$ cat src/common/slrp_pkg.sv
// Constants shared by the slow oscillator reload prescaler design files.
// Assumes one system clock aclk; the oscillator arrives as an asynchronous pin.
//
// Functional notes
// - Six-bit read/write reload field in bits 5 to 0, values 0 to 63.
// - Bits 7 and 6 of the reload register read zero; writes ignored.
// - A down counter stepped by the slow oscillator makes the divided clock.
// - Software writes the reload field on the bus clock, asynchronous to oscillator.
// - Counter takes in the reload value when its count reaches zero.
// - The divided clock pulse is emitted when the reload counter underflows.
// - The divided clock runs continuously; nothing can stop it. Here it stops while soft_rst is held high or aresetn is held low.
// - A write coinciding with a reload gives no guaranteed captured value.
// - Reading the reload field returns the value software last wrote.
// - Reload register clears on full reset only; software reset keeps it.
package slrp_pkg;
   localparam int         RELOAD_W     = 6;
   localparam int         REG_W        = 8;
   localparam logic [7:0] RELOAD_OFS   = 8'h00;
   localparam logic [7:0] STATUS_OFS   = 8'h04;
   localparam logic [5:0] RELOAD_RST   = 6'h00;
   localparam int         STAT_CNT_LSB = 0;
   localparam int         STAT_LD_LSB  = 8;
   localparam logic [1:0] RESP_OKAY    = 2'h0;
   localparam logic [1:0] RESP_SLVERR  = 2'h2;
   localparam int         MAX_PERIOD   = 64;
endpackage : slrp_pkg

$ cat src/rtl/slrp_sync_edge.sv
// Two-stage synchroniser with a registered rising-edge pulse.
// Assumes the input is a slow free-running clock far below aclk.
`timescale 1ns/100ps
module slrp_sync_edge (
   input  wire logic aclk,
   input  wire logic aresetn,
   input  wire logic async_in,
   output logic      rise_pulse
);
   logic meta_q;
   logic sync_q;
   logic prev_q;

   // The first stage feeds only the second; the edge is taken after it.
   always_ff @(posedge aclk) begin
      if (!aresetn) begin
         meta_q     <= 1'b0;
         sync_q     <= 1'b0;
         prev_q     <= 1'b0;
         rise_pulse <= 1'b0;
      end else begin
         meta_q     <= async_in;
         sync_q     <= meta_q;
         prev_q     <= sync_q;
         rise_pulse <= sync_q & ~prev_q;
      end
   end
endmodule : slrp_sync_edge

$ cat src/rtl/slrp_reload_counter.sv
// Reload down counter stepped by oscillator edge pulses.
// Assumes tick is a one-cycle pulse in the aclk domain.
`timescale 1ns/100ps
module slrp_reload_counter
   import slrp_pkg::*;
#(
   parameter int W = 6
) (
   input  wire logic         aclk,
   input  wire logic         aresetn,
   input  wire logic         soft_rst,
   input  wire logic         tick,
   input  wire logic [W-1:0] reload_value,
   output logic [W-1:0]      count_q,
   output logic [W-1:0]      loaded_q,
   output logic              underflow_q
);
   // The period check below counts to MAX_PERIOD, so wider reloads are refused.
   if (W < 1 || (2 ** W) > MAX_PERIOD) begin : g_bad_width
      $error("reload counter width must be 1 to 6");
   end

   logic at_zero;
   logic [6:0] since_q;
   assign at_zero = (count_q == '0);

   // At zero the counter takes in the reload value and flags the underflow.
   always_ff @(posedge aclk) begin
      if (!aresetn || soft_rst) begin
         count_q     <= '0;
         loaded_q    <= '0;
         underflow_q <= 1'b0;
      end else begin
         underflow_q <= tick & at_zero;
         if (tick && at_zero) begin
            count_q  <= reload_value;
            loaded_q <= reload_value;
         end else if (tick) begin
            count_q <= count_q - 1'b1;
         end
      end
   end

   // Ticks since the last underflow; only the checks below read it.
   always_ff @(posedge aclk) begin
      if (!aresetn || soft_rst) begin
         since_q <= 7'h00;
      end else if (tick && at_zero) begin
         since_q <= 7'h00;
      end else if (tick) begin
         since_q <= since_q + 7'h01;
      end
   end
endmodule : slrp_reload_counter

$ cat src/rtl/slrp_top.sv
// Slow oscillator reload prescaler with its AXI4-Lite register slave.
// Assumes the slow oscillator pin is far slower than aclk and free running;
// the full reset is aresetn and the software reset arrives as soft_rst.
//
// The address map and the AXI4-Lite interface to the registers were chosen for this implementation.
`timescale 1ns/100ps
module slrp_top
   import slrp_pkg::*;
#(
   parameter int ADDR_W = 4
) (
   input  wire logic              aclk,
   input  wire logic              aresetn,
   input  wire logic              soft_rst,
   input  wire logic              slow_osc_clk_in,
   output logic                   slow_osc_divided_clock,
   input  wire logic [ADDR_W-1:0] s_axi_awaddr,
   input  wire logic [2:0]        s_axi_awprot,
   input  wire logic              s_axi_awvalid,
   output logic                   s_axi_awready,
   input  wire logic [31:0]       s_axi_wdata,
   input  wire logic [3:0]        s_axi_wstrb,
   input  wire logic              s_axi_wvalid,
   output logic                   s_axi_wready,
   output logic [1:0]             s_axi_bresp,
   output logic                   s_axi_bvalid,
   input  wire logic              s_axi_bready,
   input  wire logic [ADDR_W-1:0] s_axi_araddr,
   input  wire logic [2:0]        s_axi_arprot,
   input  wire logic              s_axi_arvalid,
   output logic                   s_axi_arready,
   output logic [31:0]            s_axi_rdata,
   output logic [1:0]             s_axi_rresp,
   output logic                   s_axi_rvalid,
   input  wire logic              s_axi_rready
);
   if (ADDR_W < 3 || ADDR_W > 8) begin : g_bad_addr
      $error("ADDR_W must be 3 to 8");
   end

   // Word index of each register at the configured address width.
   localparam logic [ADDR_W-3:0] IDX_RELOAD = RELOAD_OFS[ADDR_W-1:2];
   localparam logic [ADDR_W-3:0] IDX_STATUS = STATUS_OFS[ADDR_W-1:2];

   logic [RELOAD_W-1:0] reload_q;
   logic [RELOAD_W-1:0] reload_d;
   logic [RELOAD_W-1:0] count_q;
   logic [RELOAD_W-1:0] loaded_q;
   logic                osc_tick;
   logic                underflow;

   logic                aw_held_q;
   logic [ADDR_W-1:0]   awaddr_q;
   logic                w_held_q;
   logic [31:0]         wdata_q;
   logic [3:0]          wstrb_q;
   logic                bvalid_q;
   logic [1:0]          bresp_q;
   logic                rvalid_q;
   logic [31:0]         rdata_q;
   logic [1:0]          rresp_q;

   // The protection bits carry no meaning for this block.
   logic unused_prot;
   assign unused_prot = ^{s_axi_awprot, s_axi_arprot};

   // ------------------------------------------------------------------
   // Write channel handshakes. Address and data may come in either order;
   // each is held until the other arrives, and a pending response stalls both.
   // ------------------------------------------------------------------
   wire aw_hs = s_axi_awvalid & s_axi_awready;
   wire w_hs  = s_axi_wvalid & s_axi_wready;
   wire aw_have = aw_held_q | aw_hs;
   wire w_have  = w_held_q | w_hs;
   wire wr_fire = aw_have & w_have & ~bvalid_q;

   assign s_axi_awready = ~aw_held_q & ~bvalid_q;
   assign s_axi_wready  = ~w_held_q & ~bvalid_q;

   // Effective payload of the write being committed.
   wire [ADDR_W-1:0] wr_addr = aw_held_q ? awaddr_q : s_axi_awaddr;
   wire [31:0]       wr_data = w_held_q ? wdata_q : s_axi_wdata;
   wire [3:0]        wr_strb = w_held_q ? wstrb_q : s_axi_wstrb;

   // Write decode on the word index; the byte offset bits are ignored.
   wire [ADDR_W-3:0] wr_idx     = wr_addr[ADDR_W-1:2];
   wire              wr_reload  = wr_fire & (wr_idx == IDX_RELOAD);
   wire              wr_status  = wr_fire & (wr_idx == IDX_STATUS);
   wire              wr_mapped  = (wr_idx == IDX_RELOAD) | (wr_idx == IDX_STATUS);
   wire              reload_wen = wr_reload & wr_strb[0];

   // Only bits 5 to 0 are stored, so bits 7 and 6 of a write are dropped.
   assign reload_d = reload_wen ? wr_data[RELOAD_W-1:0] : reload_q;

   // The reload register is on the bus clock; only the full reset clears it.
   // Software reset is deliberately absent here so the division survives it.
   always_ff @(posedge aclk) begin
      if (!aresetn) begin
         reload_q <= RELOAD_RST;
      end else begin
         reload_q <= reload_d;
      end
   end

   // Hold registers for a lone address or lone data beat.
   always_ff @(posedge aclk) begin
      if (!aresetn) begin
         aw_held_q <= 1'b0;
         awaddr_q  <= '0;
      end else if (wr_fire) begin
         aw_held_q <= 1'b0;
      end else if (aw_hs) begin
         aw_held_q <= 1'b1;
         awaddr_q  <= s_axi_awaddr;
      end
   end

   always_ff @(posedge aclk) begin
      if (!aresetn) begin
         w_held_q <= 1'b0;
         wdata_q  <= 32'h0000_0000;
         wstrb_q  <= 4'h0;
      end else if (wr_fire) begin
         w_held_q <= 1'b0;
      end else if (w_hs) begin
         w_held_q <= 1'b1;
         wdata_q  <= s_axi_wdata;
         wstrb_q  <= s_axi_wstrb;
      end
   end

   // Write response, one cycle after commit. The status word is read only,
   // so a write to it is accepted and ignored; other addresses get SLVERR.
   always_ff @(posedge aclk) begin
      if (!aresetn) begin
         bvalid_q <= 1'b0;
         bresp_q  <= RESP_OKAY;
      end else if (wr_fire) begin
         bvalid_q <= 1'b1;
         bresp_q  <= wr_mapped ? RESP_OKAY : RESP_SLVERR;
      end else if (s_axi_bready) begin
         bvalid_q <= 1'b0;
      end
   end

   assign s_axi_bvalid = bvalid_q;
   assign s_axi_bresp  = bresp_q;

   // ------------------------------------------------------------------
   // Read channel. One read is in flight at a time; arready drops while
   // the answer waits for rready.
   // ------------------------------------------------------------------
   wire              ar_hs     = s_axi_arvalid & s_axi_arready;
   wire [ADDR_W-3:0] rd_idx    = s_axi_araddr[ADDR_W-1:2];
   wire              rd_reload = (rd_idx == IDX_RELOAD);
   wire              rd_status = (rd_idx == IDX_STATUS);

   assign s_axi_arready = ~rvalid_q;

   // Reserved bits above the field read as zero.
   wire [31:0] reload_word = {{(32 - RELOAD_W){1'b0}}, reload_q};

   // Status shows the live count and the value last taken in.
   wire [31:0] status_word =
      ({{(32 - RELOAD_W){1'b0}}, count_q} << STAT_CNT_LSB) |
      ({{(32 - RELOAD_W){1'b0}}, loaded_q} << STAT_LD_LSB);

   wire [31:0] rd_word = rd_reload ? reload_word :
                         rd_status ? status_word : 32'h0000_0000;
   wire [1:0]  rd_resp = (rd_reload | rd_status) ? RESP_OKAY : RESP_SLVERR;

   always_ff @(posedge aclk) begin
      if (!aresetn) begin
         rvalid_q <= 1'b0;
         rdata_q  <= 32'h0000_0000;
         rresp_q  <= RESP_OKAY;
      end else if (ar_hs) begin
         rvalid_q <= 1'b1;
         rdata_q  <= rd_word;
         rresp_q  <= rd_resp;
      end else if (s_axi_rready) begin
         rvalid_q <= 1'b0;
      end
   end

   assign s_axi_rvalid = rvalid_q;
   assign s_axi_rdata  = rdata_q;
   assign s_axi_rresp  = rresp_q;

   // ------------------------------------------------------------------
   // Oscillator path. The pin is brought into aclk through two flops and
   // each rising edge becomes one tick; aclk must exceed twice the rate.
   // ------------------------------------------------------------------
   slrp_sync_edge u_sync (
      .aclk       (aclk),
      .aresetn    (aresetn),
      .async_in   (slow_osc_clk_in),
      .rise_pulse (osc_tick)
   );

   // The counter samples reload_q on the tick edge itself. A write in that
   // same cycle lands one edge too late, so the old value is captured; the
   // zero-then-wait procedure avoids depending on which value wins.
   slrp_reload_counter #(
      .W (RELOAD_W)
   ) u_cnt (
      .aclk         (aclk),
      .aresetn      (aresetn),
      .soft_rst     (soft_rst),
      .tick         (osc_tick),
      .reload_value (reload_q),
      .count_q      (count_q),
      .loaded_q     (loaded_q),
      .underflow_q  (underflow)
   );

   // The divided clock is a one-cycle pulse per underflow, with no gate.
   assign slow_osc_divided_clock = underflow;
endmodule : slrp_top

$ cat config.mk
export PLATFORM = sky130hd
export DESIGN_NAME = slrp_top
export DESIGN_NICKNAME = d
export VERILOG_FILES = /design/src/common/slrp_pkg.sv /design/src/rtl/slrp_sync_edge.sv /design/src/rtl/slrp_reload_counter.sv /design/src/rtl/slrp_top.sv
export SDC_FILE = /design/constraint.sdc
export NUM_CORES = 1
export LEC_CHECK = 0
export ABC_AREA = 1
export BUFFER_PORTS_ARGS = -buffer_cell sky130_fd_sc_hd__buf_2
export CAP_MARGIN = 0
export CORE_ASPECT_RATIO = 1.4
export CORE_MARGIN = 3
export CORE_UTILIZATION = 40
export CTS_BUF_LIST = sky130_fd_sc_hd__clkbuf_4 sky130_fd_sc_hd__clkbuf_8 sky130_fd_sc_hd__clkbuf_16
export CTS_CLUSTER_DIAMETER = 100
export DETAILED_ROUTE_END_ITERATION = 10
export HOLD_SLACK_MARGIN = 0.06
export PLACE_DENSITY = 0.72
export SLEW_MARGIN = 15
export SYNTH_ARGS = -nofsm -noshare
export SYNTH_HDL_FRONTEND = slang
export SYNTH_SLANG_ARGS = --single-unit
$ cat constraint.sdc
create_clock -name aclk -period 1.4 [get_ports aclk]
set_input_delay 0.28 -clock aclk [delete_from_list [all_inputs] [get_ports aclk]]
set_output_delay 0.28 -clock aclk [all_outputs]
set_load 0.05 [all_outputs]
---- Word-level counts from Yosys, hierarchy flattened ----
Cells that the tools add are included.
storage, ports and cells
  input port bits ......................... 59
  memories ................................ 0
  memory bits (writable) .................. 0
  bits in registers ....................... 74
  bits in latches ......................... 0
  bits in read-only memories .............. 0
cells by class
  $add $sub $neg .......................... 1
  divide/modulo/power cells ............... 0
  reduce and logical (&&, ||, !) cells .... 12
  eq/ne operators ......................... 2
  shifts and indexed selects .............. 0
  bitwise operators ....................... 23
  $lt $le $gt $ge ......................... 0
  muxes and demuxes ....................... 13
  multipliers ............................. 0
operators by type and width
  operator             count
  $mux 14              2
  $mux 6               3
  $or 6x14->14         1
  $and 1x1->1          11
  $not 1->1            7
  $logic_not 6->1      1
  $reduce_bool 2->1    3
  $sub 6x1->6 const B  1
  $mux 1               5
  $eq 2x1->1 const B   2
  $logic_not 2->1      2
  $mux 2               2
  $mux 4               1
  $or 1x1->1           4
  $reduce_and 2->1     2
  $reduce_or 2->1      1
  $logic_and 1x1->1    1
  $logic_not 1->1      1
  $logic_or 1x1->1     1

---- Depth between registers and ports, before layout ----
  depth after elaboration ................. 8
  gate-level depth with buffers ........... 9
  gate-level depth less buffers ........... 8

---- By module ----
A second synthesis with hierarchy kept.
unflattened totals
  cell total of the unflattened synthesis .. 316
  area, all modules ....................... 2382.3 um^2
by module, submodules not included
  module               cells each  area an instance (um^2)  times used
  slrp_top             216         1610.3                   1
  slrp_reload_counter  89          663.1                    1
  slrp_sync_edge       11          108.9                    1

---- Least setup slack after synthesis ----
OpenSTA, ideal clock, no wires.
  path type ............................... reg-to-reg
  start ................................... reg bvalid_q (netlist: s_axi_bvalid)
  end ..................................... reg awaddr_q[2]
  arrival time ............................ 1.772 ns
  setup time .............................. 0.070 ns
  setup slack ............................. -0.441 ns
  buffers on the path ..................... 0
  cell stages (with the launch flop) ...... 6
  path through ............................ dfxtp_1 -> nor2_1 -> nand2_1 -> nor2_1 -> o21ai_0 -> a21oi_1
on the way
  word-level cells in the longest chain between the ends .. 8
  elaborated cells on any way between the ends .. 11
  classes of those cells .................. 10 x bitwise; 1 x reduce/logical
ends and longest elaborated chain
  element                                RTL line         text
  start, declared                        slrp_top.sv:57   logic bvalid_q;
  start signal, assigned                 slrp_top.sv:136  bvalid_q <= 1'b0;
  start signal, assigned                 slrp_top.sv:139  bvalid_q <= 1'b1;
  start signal, assigned                 slrp_top.sv:142  bvalid_q <= 1'b0;
  $not 1->1 (*)                          slrp_top.sv:77   assign s_axi_awready = ~aw_held_q & ~bvalid_q;
  $and 1x1->1 (*)                        slrp_top.sv:77
  net s_axi_awready                      slrp_top.sv:20   output logic s_axi_awready,
  $and 1x1->1 (*)                        slrp_top.sv:71   wire aw_hs = s_axi_awvalid & s_axi_awready;
  $or 1x1->1                             slrp_top.sv:73   wire aw_have = aw_held_q | aw_hs;
  $and 1x1->1 (2 in series)              slrp_top.sv:75   wire wr_fire = aw_have & w_have & ~bvalid_q;
  $not 1->1 (no source line)             --
  $reduce_and 2->1 (no source line) (*)  --
  end signal, assigned                   slrp_top.sv:114  awaddr_q <= s_axi_awaddr;
  end, declared                          slrp_top.sv:53   logic [ADDR_W-1:0] awaddr_q;
The timed path passes the listed nets; every way through them passes the cells marked *.
A chain may end at the register's enable or synchronous reset.

---- Worst setup path after layout ----
  start ................................... reg u_cnt.count_q[0]
  end ..................................... reg u_cnt.count_q[2]
on the way
  word-level cells in the longest chain between the ends .. 3
  elaborated cells on any way between the ends .. 6
  classes of those cells .................. 1 x add/sub; 2 x mux; 3 x reduce/logical
ends and longest elaborated chain
  element                                                RTL line                                              text
  start, declared                                        slrp_reload_counter.sv:14                             output logic [W-1:0] count_q,
  start signal, assigned                                 slrp_reload_counter.sv:36                             count_q <= reload_value;
  start signal, assigned                                 slrp_reload_counter.sv:39                             count_q <= count_q - 1'b1;
  $sub 6x1->6 / $logic_not 6->1 (equally long branches)  slrp_reload_counter.sv:39, slrp_reload_counter.sv:25
  $mux 6 / $logic_and 1x1->1 (equally long branches)     slrp_reload_counter.sv:38, slrp_reload_counter.sv:35
  $mux 6 / $reduce_bool 2->1 (equally long branches)     --
Parallel ways exist; a longest one is shown, timed or not. The select of a mux whose other input is x is not followed.

==> results.json <==
{
  "drc": 0,
  "areaGrowthSynthToFinish_pct": 22.8,
  "avgRoutedWirePerCell_um": 12.1,
  "gp_congestion": 0.898,
  "async_reset_ff_share_pct": 0,
  "synth_top_cells_by_count": "nand2_1 (68), dfxtp_1 (50), nor2_1 (39)",
  "hpwl_mm": 4.08,
  "synth.top_cell.area_share_pct": 43.6,
  "grt_use_total_pct": 16.0,
  "synth_top_family_by_area": "simple AND/OR/NAND/NOR gates",
  "leakagePower_nw": 1.27,
  "yosysUniqueCellTypes": 26,
  "placed_cells": 428,
  "path_cells": "inv_2, ha_4, nand2_2, buf_6, nor3_4, buf_6, nand2_2, a21oi_2",
  "status": "complete, no violations",
  "crit_required_ns": 1.64,
  "synth-edff-count": 0,
  "crit_path_end_kind": "flop",
  "grt_antenna_before_repair": 0,
  "synth_area_mm2": 0.00229,
  "synthSimpleGateAreaFrac_pct": 26.4,
  "diodes": 0,
  "path_max_fanout": 6,
  "die_area_mm2": 0.00669,
  "ios": 101,
  "fmax_mhz": 739,
  "fin_util_pct": 51.0,
  "cts-buffers-inserted": 5,
  "holdWs_ns": 0.155,
  "synth_compound_area_share_pct": 15.9,
  "setup_tns_ns": 0,
  "crit_family": "flip-flops",
  "synth_flop_cell": "dfxtp_1",
  "clockRootBuffer": "clkbuf_8",
  "initial_core_util_pct": 41.5,
  "drt-initial-drc-count": 87,
  "period_share_pct": 96.6,
  "arrival_ns": 1.59,
  "critPathLaunchType": "flop",
  "avgViaCountPerCell": 4.87,
  "grt_pass1_vias": 1972,
  "setup_violations": 0,
  "wirelength_mm": 5.33,
  "synth.area.mux_share_pct": 0,
  "ys_seq_area_share_pct": 43.6,
  "finalNetCount": 430,
  "synth.area.top_cells": "dfxtp_1 (44%), nand2_1 (11%), buf_4 (8.5%), nor2_1 (6.4%), a21oi_1 (5.2%)",
  "crit_path_max_incr_delay_ns": 0.34,
  "coreArea_mm2": 0.00553,
  "holdBufCountCts": 0,
  "fin_skew_ns": 0.0107,
  "clock_sinks": 50,
  "drtPass1Iterations": 4,
  "clockBufferDepth": 2,
  "p_per_area_mw_per_mm2": 1060,
  "synth.most_common_cell": "nand2_1",
  "std_cell_rows": 32,
  "grt_pass1_wl_mm": 8.54,
  "hold_class": "input pin to flop",
  "syn_avg_cell_area_um2": 7.47,
  "vias": 2138,
  "synth_seq_cells": 50,
  "criticalPathCategory": "flop to flop",
  "layout_min_cycle_time_ns": 1.35,
  "ys_warn_count": 0,
  "cap_violations": 0,
  "cts_tree": "yes",
  "synth_xor_area_share_pct": 0,
  "n_fill_cell": 563,
  "cp_slowest_cell": "dfxtp_2",
  "ant_nets": 0,
  "finalHoldViolCount": 0,
  "report.final.slew_viol_count": 0,
  "setup_slack_ns": 0.0477,
  "io_buffers": 39,
  "fp.dieW_um": 70.0,
  "synthAdderAreaFrac_pct": 0.546,
  "stdcell_count": 439,
  "yosys.area.top_type": "dfxtp_1",
  "h-tree-depth": 2,
  "grt_max_degree": 23,
  "place_ws_ns": -0.0219,
  "critPathBufInv": 3,
  "die_h_um": 95.6,
  "ir_drop_mv": 0.631,
  "drive_gt1_share_pct": 27.5,
  "overflow": 0,
  "insertion_delay_ns": 0.31,
  "cts.clk_slew.worst_paths_ns": 0.09,
  "syn_inst": 307
}
==> placed cells by master (no fill, tap or decap), types with 2 or more instances in the layout <==
cell type and n:
nand2_1 63, nor3_4 2, nor2_4 3, a21oi_1 18, buf_4 25, buf_2 37
inv_1 22, nand4_1 2, a21boi_0 6, conb_1 22, dfxtp_1 46, nand3_1 24
nor2_2 2, buf_6 4, a31oi_1 6, nand2_2 5, a22oi_1 6, dfxtp_2 4
o21ai_0 13, clkbuf_8 5, nor2_1 36, a21oi_2 6
==> through the flow <==
stage / power (W) / cell area, µm²
floorplan: 0.00204 / 2390
global placement: 0.00214 / 2630
detailed placement: 0.00214 / 2630
CTS: 0.00299 / 2770
global route: 0.00311 / 2820
finish: 0.00297 / 2820
==> tightest hold or removal path, stage by stage <==
cell	delay, ns
buf_2	0.07
nand2_1	0.04
inv_1	0.04
==> registers in the layout (all words and copies together) (netlist names), 2 cells and up <==
name            cells
wdata_q             6
awaddr_q            2
s_axi_rdata        12
u_cnt.count_q       6
u_cnt.loaded_q      6
reload_q            6
==> logic make-up (layout without fill, tap and decap cells) <==
logic type / after synthesis / after routing
other cells: 1 / 22
fa+ha+maj: 1 / 1
compound gates: 61 / 61
flops: 50 / 50
buf+inv: 55 / 98
simple gates: 139 / 139
==> worst paths after layout <==
| check | slack [ns] | startpoint | cells past startpoint | to |
|---|---|---|---|---|
| max | 0.05 | u_cnt.count_q[0] | 8 | u_cnt.count_q[2] |
| min | 0.16 | slow_osc_clk_in | 3 | u_sync.meta_q |
| max reg2reg | 0.05 | u_cnt.count_q[0] | 8 | u_cnt.count_q[2] |
| min reg2reg | 0.39 | u_sync.prev_q | 1 | u_sync.rise_pulse |
==> where the power goes <==
part	internal, W	switching (W)	leakage, nW
logic	0.000178	0.000445	0.815
clock network	0.000352	0.000484	0.0441
registers	0.00147	0.0000406	0.407
total	0.00200	0.000970	1.27
==> area by class of cell <==
cell class / count / area (µm²) / share of cell area (%)
Inverter: 24 / 92.6 / 3.29
Timing Repair Buffer: 66 / 418 / 14.8
Multi-Input combinational cell: 223 / 1120 / 39.9
Clock inverter: 3 / 21.3 / 0.755
Tap cell: 68 / 85.1 / 3.02
Clock buffer: 5 / 68.8 / 2.44
Sequential cell: 50 / 1010 / 35.7
==> per-layer routing <==
metal	global-route usage [%]	wire length [µm]	up-vias
li1	-	-	1087
met1	15.3	1990	972
met2	31.7	2890	63
met3	2.95	228	16
met4	8.95	217	0
met5	0	0	-
==> what timing repair did <==
action                                  CTS  global route
resized for setup                        13            11
pin swaps                                 4             2
endpoints found under the setup margin    6            19
buffers inserted                          1             2
Power figures use the tool's default switching activity.
